$ cat src/hdl/sps_pkg.sv
// constants and carrier types shared by the spi shift engine
// assumes a single system clock domain; all values are in clock cycles or bit positions
package sps_pkg;

   localparam int          SPS_BITS     = 8;

   // host clock sources and client modes in the mode field of control one
   localparam logic [3:0]  MODE_DIV4    = 4'h0;
   localparam logic [3:0]  MODE_DIV16   = 4'h1;
   localparam logic [3:0]  MODE_DIV64   = 4'h2;
   localparam logic [3:0]  MODE_TIMER   = 4'h3;
   localparam logic [3:0]  MODE_CLI_SS  = 4'h4;
   localparam logic [3:0]  MODE_CLI     = 4'h5;
   localparam logic [3:0]  MODE_DIVREG  = 4'ha;

   // half serial clock periods in system clocks: fosc/4, /16, /64
   localparam logic [9:0]  HALF_DIV4    = 10'h002;
   localparam logic [9:0]  HALF_DIV16   = 10'h008;
   localparam logic [9:0]  HALF_DIV64   = 10'h020;
   localparam logic [3:0]  LAST_EDGE    = 4'hf;
   localparam logic [3:0]  LAST_SAMPLE  = 4'h7;

   // status register layout
   localparam int          STAT_SMP_BIT = 7;
   localparam int          STAT_CKE_BIT = 6;
   localparam int          STAT_FULL_BIT = 0;

   localparam logic [7:0]  CTL_RESET    = 8'h00;
   localparam logic [1:0]  STAT_RESET   = 2'h0;
   localparam logic [7:0]  DIV_RESET    = 8'h00;
   localparam logic [7:0]  BUF_RESET    = 8'h00;

   typedef struct packed {
      logic       write_collision_flag;
      logic       ovf;
      logic       en;
      logic       ckp;
      logic [3:0] mode;
   } sps_ctl_t;

   typedef struct packed {
      logic smp;
      logic cke;
   } sps_stat_rw_t;

   typedef enum logic [1:0] {
      ST_IDLE   = 2'b00,
      ST_HOST   = 2'b01,
      ST_CLIENT = 2'b10
   } sps_state_t;

endpackage

$ cat src/hdl/sps_shifter.sv
// spi host/client shift engine with its data buffer, control and status registers
// assumes software strobes and pins are synchronous to ref_clk; pin tri-state is resolved outside
// Functional notes
// - one eight-bit shift register sends and collects each byte.
// - msb leaves first; received bit enters lsb on the same shift.
// - data changes on the configured edge, captured on the opposite edge.
// - host presents first bit with the clock; both sides share clock polarity.
// - every serial clock cycle sends one bit and captures one bit.
// - after eight shifts registers are swapped; next byte needs a reload.
// - host issues serial clocks in whole groups of eight unless disabled or switched out of a host mode mid-byte.
// - host with no more data stops the clock and releases client select.
// - unselected client ignores clock and data and never drives output.
// - host gives each client its own select, at most one active.
// - complete received byte goes to data buffer and sets done flag.
// - buffer write loads both data buffer and shift register.
// - shift register is reachable only through the data buffer.
// - status low six bits read-only, upper two bits read/write.
// - control one is fully read/write and holds the configuration.
// - five host clock modes, one uses the clock divider register.
// - port works as host driving the clock or as client.
// - buffer write during a transfer is dropped and sets write collision.
// - buffer full sets on receive and clears on buffer read.
// - host rate fosc/4, /16, /64, timer/2 or fosc/(4*(div+1)).
// - host starts the transfer as soon as the buffer is written.
`timescale 1ns/10ps
module sps_shifter
   import sps_pkg::*;
#(
   parameter int N_SEL = 4,
   parameter int SEL_W = 2
)(
   input  wire logic               ref_clk,
   input  wire logic               nrst,
   input  wire logic               ctl_wr,
   input  wire sps_ctl_t           ctl_wdata,
   input  wire logic               stat_wr,
   input  wire logic [7:0]         stat_wdata,
   input  wire logic               div_wr,
   input  wire logic [7:0]         div_wdata,
   input  wire logic               buf_wr,
   input  wire logic [7:0]         buf_wdata,
   input  wire logic               buf_rd,
   input  wire logic               done_clear,
   input  wire logic               timer_tick,
   input  wire logic [SEL_W-1:0]   client_sel,
   input  wire logic               sck_in,
   input  wire logic               sdi,
   input  wire logic               ss_n_in,
   output sps_ctl_t                port_control_one,
   output logic [7:0]              port_status_reg,
   output logic [7:0]              clock_divider_reg,
   output logic [7:0]              data_buffer,
   output logic                    transfer_done_flag,
   output logic                    busy,
   output logic                    sck_out,
   output logic                    sck_oe,
   output logic                    sdo,
   output logic                    sdo_oe,
   output logic [N_SEL-1:0]        sel_n
);

   sps_state_t         state;
   sps_state_t         next_state;
   sps_ctl_t           ctl;
   sps_ctl_t           next_ctl;
   sps_stat_rw_t       stat_rw;
   sps_stat_rw_t       next_stat_rw;
   logic               buffer_full_flag;
   logic               next_buffer_full_flag;
   logic               done_q;
   logic               next_done_q;
   logic [7:0]         div_q;
   logic [7:0]         next_div_q;
   logic [7:0]         buf_q;
   logic [7:0]         next_buf_q;
   logic [7:0]         shift_reg;
   logic [7:0]         next_shift_reg;
   logic               sdo_q;
   logic               next_sdo_q;
   logic               sck_q;
   logic               next_sck_q;
   logic               sck_prev;
   logic [3:0]         bit_cnt;
   logic [3:0]         next_bit_cnt;
   logic [3:0]         hedge;
   logic [3:0]         next_hedge;
   logic [9:0]         half_cnt;
   logic [9:0]         next_half_cnt;
   logic [SEL_W-1:0]   sel_q;
   logic [SEL_W-1:0]   next_sel_q;

   logic               en;
   logic               host_mode;
   logic               client_mode;
   logic               ss_act;
   logic [9:0]         half_len;
   logic               tick;
   logic               edge_ev;
   logic               lead;
   logic               sample_ev;
   logic               out_ev;
   logic               done_ev;
   logic               in_progress;
   logic               wr_ok;
   logic               set_collision;
   logic               set_ovf;

   assign en          = ctl.en;
   assign host_mode   = ctl.mode inside {MODE_DIV4, MODE_DIV16, MODE_DIV64, MODE_TIMER,
                                         MODE_DIVREG};
   assign client_mode = (ctl.mode == MODE_CLI_SS) || (ctl.mode == MODE_CLI);
   assign ss_act      = (ctl.mode != MODE_CLI_SS) || !ss_n_in;
   assign in_progress = (state == ST_HOST) || (bit_cnt != 4'h0);
   assign wr_ok       = en && !in_progress && !ctl.write_collision_flag;

   // half period of the host serial clock
   always_comb
   begin
      unique case (ctl.mode)
         MODE_DIV16:  half_len = HALF_DIV16;
         MODE_DIV64:  half_len = HALF_DIV64;
         MODE_DIVREG: half_len = {1'b0, div_q, 1'b0} + 10'h002;
         default:     half_len = HALF_DIV4;
      endcase
   end

   assign tick = (ctl.mode == MODE_TIMER) ? timer_tick : (half_cnt == half_len - 10'h001);

   // serial edges: host from its own toggle, client from the pin
   always_comb
   begin
      if (state == ST_HOST)
      begin
         edge_ev = tick;
         lead    = !hedge[0];
      end
      else
      begin
         edge_ev = (state == ST_CLIENT) && ss_act && (sck_in != sck_prev);
         lead    = (sck_in != ctl.ckp);
      end
   end

   assign sample_ev = edge_ev && (lead == stat_rw.cke);
   assign out_ev    = edge_ev && (lead != stat_rw.cke);
   // no completion while disabled, so a frozen port never raises its flags
   assign done_ev   = en && ((state == ST_HOST) ? (tick && hedge == LAST_EDGE)
                                                : (sample_ev && bit_cnt == LAST_SAMPLE));

   always_comb
   begin
      next_state     = state;
      next_ctl       = ctl;
      next_stat_rw   = stat_rw;
      next_buffer_full_flag = buffer_full_flag;
      next_done_q    = done_q;
      next_div_q     = div_q;
      next_buf_q     = buf_q;
      next_shift_reg = shift_reg;
      next_sdo_q     = sdo_q;
      next_sck_q     = sck_q;
      next_bit_cnt   = bit_cnt;
      next_hedge     = hedge;
      next_half_cnt  = half_cnt;
      next_sel_q     = sel_q;
      set_collision  = 1'b0;
      set_ovf        = 1'b0;

      if (ctl_wr)
         next_ctl = ctl_wdata;
      if (stat_wr)
         next_stat_rw = sps_stat_rw_t'(stat_wdata[STAT_SMP_BIT:STAT_CKE_BIT]);
      if (div_wr)
         next_div_q = div_wdata;

      if (!en)
      begin
         // disabled: everything idle, flags untouched
         next_state    = ST_IDLE;
         next_bit_cnt  = 4'h0;
         next_hedge    = 4'h0;
         next_half_cnt = 10'h000;
         next_sck_q    = ctl.ckp;
         if (buf_wr)
         begin
            next_buf_q     = buf_wdata;
            next_shift_reg = buf_wdata;
            next_sdo_q     = buf_wdata[7];
         end
      end
      else
      begin
         if (state == ST_HOST)
         begin
            next_half_cnt = tick ? 10'h000 : half_cnt + 10'h001;
            if (tick)
            begin
               next_sck_q = !sck_q;
               next_hedge = hedge + 4'h1;
            end
         end
         if (sample_ev)
         begin
            next_shift_reg = {shift_reg[6:0], sdi};
            next_bit_cnt   = bit_cnt + 4'h1;
         end
         if (out_ev)
            next_sdo_q = shift_reg[7];
         if (state == ST_CLIENT && !ss_act)
            next_bit_cnt = 4'h0;
         if (done_ev)
         begin
            next_buf_q   = next_shift_reg;
            next_done_q  = 1'b1;
            next_buffer_full_flag = 1'b1;
            set_ovf      = buffer_full_flag && !buf_rd;
            next_bit_cnt = 4'h0;
            next_hedge   = 4'h0;
         end
         else if (buf_rd)
            next_buffer_full_flag = 1'b0;

         // leaving a role mid-byte drops the partial count, else busy would stick
         if (state == ST_HOST && (done_ev || !host_mode))
         begin
            next_state   = ST_IDLE;
            next_sck_q   = ctl.ckp;
            next_bit_cnt = 4'h0;
            next_hedge   = 4'h0;
         end
         else if (state == ST_CLIENT && !client_mode)
         begin
            next_state   = ST_IDLE;
            next_bit_cnt = 4'h0;
         end
         else if (state == ST_IDLE && client_mode)
            next_state = ST_CLIENT;
         else if (state == ST_IDLE)
            next_sck_q = ctl.ckp;

         if (buf_wr && wr_ok)
         begin
            next_buf_q     = buf_wdata;
            next_shift_reg = buf_wdata;
            next_sdo_q     = buf_wdata[7];
            if (host_mode)
            begin
               next_state    = ST_HOST;
               next_hedge    = 4'h0;
               next_half_cnt = 10'h000;
               next_sel_q    = client_sel;
            end
         end
         else if (buf_wr)
            set_collision = 1'b1;
      end

      if (done_clear && !done_ev)
         next_done_q = 1'b0;
      next_ctl.write_collision_flag = next_ctl.write_collision_flag || set_collision;
      next_ctl.ovf  = next_ctl.ovf || set_ovf;
   end

   always_ff @(posedge ref_clk or negedge nrst)
   begin
      if (!nrst)
      begin
         state     <= ST_IDLE;
         ctl       <= sps_ctl_t'(CTL_RESET);
         stat_rw   <= sps_stat_rw_t'(STAT_RESET);
         buffer_full_flag <= 1'b0;
         done_q    <= 1'b0;
         div_q     <= DIV_RESET;
         buf_q     <= BUF_RESET;
         shift_reg <= BUF_RESET;
         sdo_q     <= 1'b0;
         sck_q     <= 1'b0;
         sck_prev  <= 1'b0;
         bit_cnt   <= 4'h0;
         hedge     <= 4'h0;
         half_cnt  <= 10'h000;
         sel_q     <= '0;
      end
      else
      begin
         state     <= next_state;
         ctl       <= next_ctl;
         stat_rw   <= next_stat_rw;
         buffer_full_flag <= next_buffer_full_flag;
         done_q    <= next_done_q;
         div_q     <= next_div_q;
         buf_q     <= next_buf_q;
         shift_reg <= next_shift_reg;
         sdo_q     <= next_sdo_q;
         sck_q     <= next_sck_q;
         sck_prev  <= sck_in;
         bit_cnt   <= next_bit_cnt;
         hedge     <= next_hedge;
         half_cnt  <= next_half_cnt;
         sel_q     <= next_sel_q;
      end
   end

   // one active-low select per client, only the latched one during a transfer
   genvar gi;
   generate
      for (gi = 0; gi < N_SEL; gi++)
      begin : g_sel
         assign sel_n[gi] = !((state == ST_HOST) && (sel_q == SEL_W'(gi)));
      end
   endgenerate

   assign port_control_one   = ctl;
   assign port_status_reg    = {stat_rw.smp, stat_rw.cke, 5'h00, buffer_full_flag};
   assign clock_divider_reg  = div_q;
   assign data_buffer        = buf_q;
   assign transfer_done_flag = done_q;
   assign busy               = in_progress;
   assign sck_out            = sck_q;
   assign sck_oe             = en && host_mode;
   assign sdo                = sdo_q;
   assign sdo_oe             = en && (host_mode || (client_mode && ss_act));
endmodule

$ cat config.mk
export PLATFORM = sky130hd
export DESIGN_NAME = sps_shifter
export DESIGN_NICKNAME = d
export VERILOG_FILES = /design/src/hdl/sps_pkg.sv /design/src/hdl/sps_shifter.sv
export SDC_FILE = /design/constraint.sdc
export NUM_CORES = 1
export LEC_CHECK = 0
export ABC_AREA = 1
export BUFFER_PORTS_ARGS = -buffer_cell sky130_fd_sc_hd__clkbuf_2
export CORE_MARGIN = 5
export CORE_UTILIZATION = 58
export DETAILED_ROUTE_END_ITERATION = 8
export PLACE_DENSITY = 0.93
export RECOVER_POWER = 50
export SLEW_MARGIN = 5
export SYNTH_ARGS = -nofsm -noshare
export SYNTH_HDL_FRONTEND = slang
export SYNTH_SLANG_ARGS = --single-unit
$ cat constraint.sdc
create_clock -name ref_clk -period 7.83 [get_ports ref_clk]
set_clock_uncertainty 0.15 [all_clocks]
set_input_delay 0.3915 -clock ref_clk [delete_from_list [all_inputs] [get_ports ref_clk]]
set_output_delay 0.3915 -clock ref_clk [all_outputs]
set_load 0.02 [all_outputs]
==> flow_metrics.py, run 1 <==
metrics = {
    "worst_setup_path": {
        "crit_type": "flop to flop",
        "arrival_ns": 3.88,
        "ff2ff_setup_slack_ns": 4.07,
        "path_common_cell": "nor2_1",
        "start_kind": "flop",
        "crit_family": "simple AND/OR/NAND/NOR gates",
        "worst-path-stages": 25,
        "crit_required_ns": 7.94,
        "cp_slowest_cell": "dfrtp_1",
        "setup.worst_path.end_class": "flop",
        "slowest_delay_ns": 0.43,
        "reg2reg_depth": 25,
        "worstReg2RegStart": "port_control_one[1]",
        "crit_start": "port_control_one[1]",
        "reg2reg_to": "bit_cnt[3]",
        "crit_end": "bit_cnt[3]",
        "critical_path_buf_inv_count": 3,
        "crit_fanout": 20,
    },
    "grt": {
        "grt_pass1_vias": 3324,
        "grt_max_degree": 62,
        "gr-total-overflow": 0,
        "grt_pass1_wl_mm": 14.3,
        "antenna_found_initial": 0,
        "grt_usage_pct": 23.0,
    },
    "synth": {
        "synth.area.top_cells": "dfrtp_1, nand2_1, nor2_1, nand3_1, inv_1",
        "synth-edff-count": 0,
        "synth-compound-area-share_pct": 10.3,
        "yosysTopAreaCell": "dfrtp_1",
        "ys_seq_area_share_pct": 41.5,
        "syn_inst": 481,
        "muxShareOfSynthArea_pct": 1.77,
        "synth.distinct_cells": 33,
        "synthTopCellsByCount": "nand2_1, nor2_1, dfrtp_1",
        "ys_ff_latch": 61,
        "yosysMostFrequentCell": "nand2_1",
        "synthSimpleGateAreaFrac_pct": 32.4,
        "async_reset_ff_share_pct": 100,
        "synth_top_family_by_area": "simple AND/OR/NAND/NOR gates",
        "ys_warn_count": 0,
        "synth_top_area_share_pct": 41.5,
        "synth-adder-area-share_pct": 2.04,
        "syn_area_per_cell_um2": 7.65,
        "synth_xor_xnor_area_share_pct": 3.33,
        "syn_area_mm2": 0.00368,
        "yosys_most_used_dff": "dfrtp_1",
    },
    "route": {
        "drc_errors": 0,
        "wl_per_cell_um": 13.4,
        "drt-total-wl_mm": 8.57,
        "drtIter0Drc": 137,
        "viasPerCell": 5.43,
        "ant_nets": 0,
        "dr.pass1.iters": 4,
        "vias": 3469,
    },
    "sta": {
        "tns_ns": 0,
        "tightestPinTransition_ns": 3.26,
        "fin_crit_sh_pct": 48.1,
        "rsz0062_at_grt": "false",
        "max_slew_margin_pct": -117,
        "setup_ws_ns": 4.07,
        "post-route-min-period_ns": 3.76,
        "maxSlewViolCount": 62,
        "setup_viol": 0,
        "timing.fmax_mhz": 266,
        "hold_violations": 0,
    },
    "run_status": {
        "violations": "max-capacitance violations, max-slew violations",
        "status": "complete, but fails checks",
    },
    "clock_tree": {
        "cts_hold_buf": 0,
        "cts_resized": 0,
        "cts_buffers": 9,
        "clk_latency_ns": 0.34,
        "htreeDepth": 3,
        "cts_tree": "built",
        "clkTransAtPathRegs_ns": 0.07,
        "clockBufferDepth": 2,
        "ctsRootBufferMaster": "clkbuf_8",
        "cts_setup_buffers": 0,
        "cts_sinks": 61,
    },
    "floorplan": {
        "die_area_mm2": 0.00803,
        "floorplan.initialDensity_pct": 58.9,
        "fp-row-count": 29,
        "fp.dieW_um": 89.6,
        "dieHeight_um": 89.6,
        "core_area_mm2": 0.00624,
        "io_pins": 88,
    },
    "placement": {
        "placed_area_mm2": 0.00408,
        "post-dp-hpwl_mm": 6.61,
        "dp.cells": 624,
        "gp_congestion": 0.883,
        "pre_cts_ws_ns": 4.10,
        "numPortBuffers": 76,
    },
    "cells_and_area": {
        "finalCoreUtilization_pct": 68.1,
        "antenna-diode-count": 0,
        "postLayoutCellArea_mm2": 0.00425,
        "final_cells": 639,
        "fill_cells": 522,
        "drive_above_1_share_pct": 22.1,
        "largest_reg_flops": 10,
        "area_growth_pct": 15.7,
        "final_nets": 610,
        "regMostFlops": "half_cnt",
    },
    "power": {
        "p_per_area_mw_per_mm2": 194,
        "peakVddDrop_mv": 0.154,
        "leakagePower_nw": 2.16,
    },
    "worst_hold_path": {
        "hp-class": "input pin to flop",
    },
    "run": {
        "drv_cap": 1,
    },
}
==> cells by family (layout without fill, tap and decap cells) <==
kind of cell	count (synthesis)	in the layout
XOR/XNOR	14	14
AND/OR/NAND/NOR	251	251
flip-flops	61	61
other	1	5
AO/OA/AOI/OAI	70	70
multiplexers	6	6
adder cells (fa/ha/maj)	6	6
buffers and inverters	72	149
==> how the worst min path moves through the flow <==
| stage | from | to | slack, ns | depth (start not counted) |
|---|---|---|---|---|
| floorplan | nrst | bit_cnt[0] | -0.05 | 0 |
| global placement | port_control_one[6] | port_control_one[6] | 0.33 | 2 |
| detailed placement | port_status_reg[7] | port_status_reg[7] | 0.36 | 1 |
| CTS | sck_in | sck_prev | 0.06 | 1 |
| global route | sck_in | sck_prev | 0.09 | 1 |
| finish | done_clear | transfer_done_flag | 0.09 | 2 |
==> power breakdown <==
group          internal (W)  switching (W)  total (W)
clock network      0.000139       0.000116   0.000254
registers          0.000348      0.0000277   0.000376
logic             0.0000649       0.000130   0.000195
total              0.000552       0.000273   0.000825
==> layout by cell type (no fill, tap or decap) <==
master    instances
inv_2             6
dfrtp_1          61
conb_1            5
mux2_2            4
nor2_8            4
nor3_1           10
nand4_1           9
a21oi_1          18
clkbuf_8         12
nor2_4            1
xnor2_1           2
clkinv_1          1
nand2_4           4
o21ai_0          31
nor2_2            3
mux2i_1           2
nor3b_1           2
a31o_2            1
inv_1            49
nand2_1         101
clkbuf_1          5
o21ai_1           1
xor2_1           12
a31oi_1          18
nand2_2          10
ha_1              6
clkbuf_2         74
or2_0             1
nand3_1          41
buf_4             1
nor2_1           62
clkinv_2          1
a21o_1            1
nand3_2           3
==> layer usage <==
| metal | wire length [um] | vias up | GRT usage, % |
|---|---|---|---|
| met5 | 0 | - | 0 |
| met4 | 211 | 0 | 10.3 |
| met3 | 666 | 19 | 6.84 |
| met2 | 4520 | 86 | 41.2 |
| met1 | 3170 | 1657 | 25.1 |
| li1 | - | 1707 | - |
==> metrics by stage <==
stage	power, W	hold slack [ns]
2_1_floorplan	0.000513	-0.0541
3_3_place_gp	0.000568	0.332
3_5_place_dp	0.000577	0.356
4_1_cts	0.000832	0.0564
5_1_grt	0.000874	0.0904
6_report	0.000825	0.0891
==> worst reg2reg max path, delay by kind of cell, from the launching register on <==
family / cells / cell delay (ns)
compound gates: 1 / 0.13
flops: 1 / 0.43
buf+inv: 3 / 0.31
fa+ha+maj: 1 / 0.29
simple gates: 20 / 2.35
==> final cells by class <==
class                      count  area (um^2)  share of cell area, %
multi-input combinational    352         1850                   43.6
sequential                    61         1530                   35.9
timing repair buffer          78          389                   9.15
inverter                      56          210                   4.94
clock buffer                  14          173                   4.06
tap                           77         96.3                   2.27
clock inverter                 1         5.00                  0.118
(Power assumes the default switching activity.)
==> run 2: changes to the inputs <==
--- a/config.mk
+++ b/config.mk
@@ -8,9 +8,9 @@
 export ABC_AREA = 1
 export BUFFER_PORTS_ARGS = -buffer_cell sky130_fd_sc_hd__clkbuf_2
 export CORE_MARGIN = 5
-export CORE_UTILIZATION = 58
+export CORE_UTILIZATION = 54
 export DETAILED_ROUTE_END_ITERATION = 8
-export PLACE_DENSITY = 0.93
+export PLACE_DENSITY = 0.88
 export RECOVER_POWER = 50
 export SLEW_MARGIN = 5
 export SYNTH_ARGS = -nofsm -noshare
==> constraint.sdc (replaced) <==
create_clock -name ref_clk -period 3.5 [get_ports ref_clk]
set_clock_uncertainty 0.15 [all_clocks]
set_input_delay 0.175 -clock ref_clk [delete_from_list [all_inputs] [get_ports ref_clk]]
set_output_delay 0.175 -clock ref_clk [all_outputs]
set_load 0.02 [all_outputs]
==> run 2 against run 1 <==
Against the previous run: critical endpoint is now sck_out; register-to-register slack worse by 4.1 ns; clock-buffer cell count fell by 5; via count increased by 6.6%; die area grew 6.6%; the flow finishes with violations (negative setup slack); flip-flop and latch count did not move.
==> flow_metrics.py, run 2 (synthesis gave the netlist of run 1 again) <==
metrics = {
    "run_status": {
        "status": "complete, but fails checks",
        "violations": "negative setup slack",
    },
    "route": {
        "vias": 3698,
        "ant_nets": 0,
        "drtIter0Drc": 166,
        "drt-total-wl_mm": 10.2,
        "dr.pass1.iters": 4,
        "wl_per_cell_um": 14.7,
        "drc_errors": 0,
        "viasPerCell": 5.31,
    },
    "placement": {
        "post-dp-hpwl_mm": 6.24,
        "numPortBuffers": 76,
        "dp.cells": 631,
        "gp_congestion": 0.872,
    },
    "worst_setup_path": {
        "slowest_delay_ns": 0.46,
        "crit_chain": "ha_4, nand3_2, ha_4, nor2_2, nor2_1, nand2_1, nor2_1, nand2_1, nor2_1, nand3_1, nor2_1, nand2_1, nor2_2, nand3_2, a21oi_1, nand4_1, nand2_2, nand2_4, nand2_4, nand2_4, nand4_1, nand2_1",
        "cp_slowest_cell": "dfrtp_2",
        "arrival_ns": 3.61,
        "setup.worst_path.end_class": "flop",
        "crit_required_ns": 3.59,
        "crit_fanout": 6,
        "crit_type": "flop to flop",
        "start_kind": "flop",
    },
    "clock_tree": {
        "ctsRootBufferMaster": "clkbuf_8",
        "cts_sinks": 61,
        "htreeDepth": 3,
        "clkTransAtPathRegs_ns": 0.08,
        "cts_buffers": 9,
        "cts_tree": "built",
        "clockBufferDepth": 2,
        "clk_latency_ns": 0.35,
    },
    "floorplan": {
        "floorplan.initialDensity_pct": 54.7,
        "fp.dieW_um": 92.5,
        "core_area_mm2": 0.00672,
        "dieHeight_um": 92.5,
        "die_area_mm2": 0.00856,
        "fp-row-count": 30,
        "io_pins": 88,
    },
    "grt": {
        "grt_pass1_wl_mm": 15.8,
        "gr-total-overflow": 0,
        "grt_usage_pct": 22.7,
        "grt_pass1_vias": 3637,
        "grt_max_degree": 38,
        "antenna_found_initial": 0,
    },
    "sta": {
        "timing.fmax_mhz": 284,
        "post-route-min-period_ns": 3.52,
        "rsz0062_at_grt": "true",
        "max_slew_margin_pct": 35.2,
        "timing.hold.ws_ns": 0.0472,
        "setup_ws_ns": -0.0244,
        "tightestPinTransition_ns": 0.971,
        "setup_viol": 3,
        "maxSlewViolCount": 0,
        "hold_violations": 0,
        "tns_ns": -0.0324,
        "fin_crit_sh_pct": 101,
    },
    "cells_and_area": {
        "regMostFlops": "half_cnt",
        "layout_common_cells": "nand2_1, clkbuf_2, nor2_1",
        "multi_input_area_mm2": 0.00196,
        "largest_reg_flops": 10,
        "antenna-diode-count": 0,
        "area_growth_pct": 33.5,
        "final_common_cell": "nand2_1",
        "drive_above_1_share_pct": 27.6,
        "fill_cells": 454,
        "final_nets": 663,
        "finalCoreUtilization_pct": 73.1,
        "final_cells": 696,
        "seqCellArea_mm2": 0.00153,
    },
    "power": {
        "leakagePower_nw": 2.43,
        "peakVddDrop_mv": 0.416,
        "p_per_area_mw_per_mm2": 423,
    },
    "worst_hold_path": {
        "hp-class": "input pin to flop",
    },
    "run": {
        "drv_cap": 0,
    },
}
==> run 2: cell types whose count changed in the layout (fill, tap and decap cells not counted), moves of 4 or more <==
| cell | previous run | this run |
|---|---|---|
| buf_4 | 1 | 16 |
| clkbuf_1 | 5 | 1 |
| dfrtp_1 | 61 | 57 |
| dfrtp_2 | 0 | 4 |
| dlygate4sd3_1 | 0 | 36 |
| inv_1 | 49 | 44 |
| nand2_1 | 101 | 96 |
| nand2_4 | 4 | 8 |
| nand3_1 | 41 | 37 |
| nand3_2 | 3 | 7 |
| nor2_1 | 62 | 58 |
==> run 2: path summary, 6_finish.rpt <==
check	startpoint	endpoint	slack [ns]	depth (start not counted)
setup / recovery	clock_divider_reg[0]	sck_out	-0.02	22
hold / removal	sdi	shift_reg[0]	0.05	3
setup reg to reg	clock_divider_reg[0]	sck_out	-0.02	22
hold reg to reg	port_control_one[6]	port_control_one[6]	0.39	2
max in group asynchronous	nrst	transfer_done_flag	1.81	4
min in group asynchronous	nrst	clock_divider_reg[6]	0.36	2
==> run 2: repair_timing <==
action                                  4_1_cts  5_1_grt
endpoints found under the hold margin        76        0
resized for setup                             0       34
setup buffers                                 0       11
hold buffers                                 36        0
endpoints found under the setup margin        0       28
==> run 2: power by group <==
group	switching [W]	internal [W]
logic	0.000324	0.000195
registers	0.0000657	0.000779
clock network	0.000311	0.000404
total	0.000701	0.00138
==> run 2: stage by stage <==
stage / instance area (um^2) / setup slack, ns / power (W)
floorplan: 3690 / 0.351 / 0.00115
global placement: 4120 / 0.165 / 0.00127
detailed placement: 4120 / 0.0345 / 0.00129
CTS: 4700 / 0.00114 / 0.00204
global route: 4910 / -0.213 / 0.00218
finish: 4910 / -0.0244 / 0.00208
==> run 2: cell type report <==
| type | count | area share (%) |
|---|---|---|
| Clock inverter | 7 | 2.01 |
| Sequential cell | 61 | 31.2 |
| Multi-Input combinational cell | 352 | 39.9 |
| Inverter | 56 | 4.38 |
| Tap cell | 80 | 2.04 |
| Clock buffer | 9 | 2.52 |
| Timing Repair Buffer | 131 | 17.9 |
==> run 2: worst max-delay path: cells and delay by family (launching register included) <==
family                   cells  cell delay, ns
AND/OR/NAND/NOR             19            1.96
AO/OA/AOI/OAI                1            0.23
adder cells (fa/ha/maj)      2            0.60
flip-flops                   1            0.46
==> run 2: per-layer routing <==
metal / vias to the layer above / global-route usage (%) / wire (um)
met1: 1736 / 26.8 / 4030
met4: 0 / 8.66 / 241
met3: 27 / 4.71 / 534
met2: 114 / 40.4 / 5420
met5: - / 0 / 0
li1: 1821 / - / -
==> run 3: changes to the inputs <==
--- a/config.mk
+++ b/config.mk
@@ -8,10 +8,11 @@
 export ABC_AREA = 1
 export BUFFER_PORTS_ARGS = -buffer_cell sky130_fd_sc_hd__clkbuf_2
 export CORE_MARGIN = 5
-export CORE_UTILIZATION = 54
+export CORE_UTILIZATION = 40
 export DETAILED_ROUTE_END_ITERATION = 8
-export PLACE_DENSITY = 0.88
+export PLACE_DENSITY = 0.7
 export RECOVER_POWER = 50
+export REMOVE_ABC_BUFFERS = 1
 export SLEW_MARGIN = 5
 export SYNTH_ARGS = -nofsm -noshare
 export SYNTH_HDL_FRONTEND = slang
==> run 3 against run 2 <==
Against the previous run: the flow finishes with violations (max-capacitance violations, max-slew violations); global-route usage down 5.6 points; first-iteration DRC count shrank 43%; power fell by 3.4%; die area increased by 31%; flip-flop and latch count is the same; largest power group unchanged; highest routed layer unchanged; non-clock buffer count fell by 10; routed wire length fell by 11%; utilization shrank 20 points; critical endpoint is now data_buffer[7].
==> flow_metrics.py, run 3 (synthesis gave the netlist of run 1 again) <==
metrics = {
    "run_status": {
        "status": "complete, but fails checks",
        "violations": "max-capacitance violations, max-slew violations",
    },
    "sta": {
        "tns_ns": 0,
        "tightestPinTransition_ns": 1.55,
        "timing.hold.ws_ns": 0.0495,
        "max_slew_margin_pct": -3.04,
        "rsz0062_at_grt": "false",
        "timing.fmax_mhz": 308,
        "setup_viol": 0,
        "fin_crit_sh_pct": 92.8,
        "maxSlewViolCount": 62,
        "post-route-min-period_ns": 3.25,
        "hold_violations": 0,
    },
    "placement": {
        "numPortBuffers": 76,
        "gp_congestion": 0.812,
        "post-dp-hpwl_mm": 6.39,
        "placed_area_mm2": 0.00416,
    },
    "route": {
        "drc_errors": 0,
        "dr.pass1.iters": 7,
        "ant_nets": 0,
        "wl_per_cell_um": 12.6,
        "drt-total-wl_mm": 9.06,
        "viasPerCell": 4.90,
        "drtIter0Drc": 95,
        "vias": 3510,
    },
    "grt": {
        "grt_pass1_wl_mm": 15.8,
        "grt_pass1_vias": 3556,
        "grt_usage_pct": 17.1,
        "antenna_found_initial": 0,
        "gr-total-overflow": 0,
        "grt_max_degree": 62,
    },
    "worst_setup_path": {
        "start_kind": "flop",
        "crit_type": "flop to flop",
        "crit_fanout": 8,
        "arrival_ns": 3.35,
        "crit_required_ns": 3.60,
        "setup.worst_path.end_class": "flop",
    },
    "run": {
        "drv_cap": 1,
    },
    "clock_tree": {
        "clockBufferDepth": 2,
        "clkTransAtPathRegs_ns": 0.08,
        "cts_sinks": 61,
        "ctsRootBufferMaster": "clkbuf_8",
        "clk_latency_ns": 0.34,
        "cts_tree": "built",
        "cts_buffers": 9,
        "htreeDepth": 3,
    },
    "floorplan": {
        "die_area_mm2": 0.0112,
        "io_pins": 88,
        "dieHeight_um": 106,
        "floorplan.initialDensity_pct": 40.4,
        "fp-row-count": 35,
        "fp.dieW_um": 106,
        "core_area_mm2": 0.00911,
    },
    "cells_and_area": {
        "regMostFlops": "half_cnt",
        "antenna-diode-count": 0,
        "drive_above_1_share_pct": 20.6,
        "area_growth_pct": 31.1,
        "layout_common_cells": "nand2_1, nor2_1, dfrtp_1",
        "final_nets": 653,
        "postLayoutCellArea_mm2": 0.00482,
        "final_common_cell": "nand2_1",
        "largest_reg_flops": 10,
    },
    "power": {
        "peakVddDrop_mv": 0.302,
        "leakagePower_nw": 2.31,
        "p_per_area_mw_per_mm2": 417,
    },
    "worst_hold_path": {
        "hp-class": "input pin to flop",
    },
}
==> run 3: routing by layer <==
| metal | track usage [%] | wire (um) | up-vias |
|---|---|---|---|
| li1 | - | - | 1793 |
| met1 | 20.2 | 3920 | 1624 |
| met2 | 30.3 | 4570 | 78 |
| met3 | 4.84 | 427 | 15 |
| met4 | 4.90 | 133 | 0 |
| met5 | 0 | 0 | - |
==> run 3: worst max-delay path, stage by stage (launching register included) <==
cell and delay (ns):
dfrtp_1 0.44, ha_1 0.31, nand3_2 0.10, ha_1 0.31, nor2_1 0.04, nor2_1 0.08
nand2_1 0.06, nor2_1 0.10, nand2_1 0.07, nor2_2 0.08, nand3_1 0.07, nor2_1 0.09
nand2_1 0.06, nor2_1 0.11, nand3_2 0.12, nand2_2 0.10, nand2_2 0.07, nand2_4 0.09
nand2_4 0.09, buf_8 0.17, a21oi_1 0.14, o21ai_0 0.14, a31oi_1 0.18
==> run 3: cell type report <==
class                      instances  area, um^2
clock buffer                       9         124
clock inverter                     7        90.1
sequential                        61        1530
fill                             870        4290
timing repair buffer             121         797
tap                              111         139
multi-input combinational        352        1930
inverter                          56         210
==> run 3: repair_timing <==
| item | 4_1_cts | 5_1_grt |
|---|---|---|
| endpoints found under the hold margin | 99 | 0 |
| gates resized for setup | 0 | 24 |
| buffers inserted | 0 | 1 |
| endpoints found under the setup margin | 0 | 27 |
| hold buffers | 36 | 0 |
==> run 3: power breakdown <==
group / switching [W] / internal, W
clock network: 0.000290 / 0.000397
registers: 0.0000630 / 0.000778
logic: 0.000305 / 0.000175
total: 0.000658 / 0.00135
==> run 3: metrics by stage <==
stage	power [W]	cells	utilization (%)	worst slack, ns
finish	0.00201	717	52.9	0.250
global route	0.00213	717	52.9	0.0149
CTS	0.00202	715	52.0	0.0140
detailed placement	0.00129	663	45.7	0.0243
global placement	0.00128	663	45.7	0.205
floorplan	0.00113	469	-	0.214
==> run 3: worst paths after layout <==
check	slack [ns]	cells past startpoint	start	endpoint
worst min-delay path	0.05	3	sdi	shift_reg[0]
max in group asynchronous	1.46	3	nrst	port_control_one[1]
worst max-delay path	0.25	22	clock_divider_reg[1]	data_buffer[7]
min in group asynchronous	0.68	3	nrst	clock_divider_reg[7]
worst max register to register	0.25	22	clock_divider_reg[1]	data_buffer[7]
worst min register to register	0.38	2	port_control_one[6]	port_control_one[6]
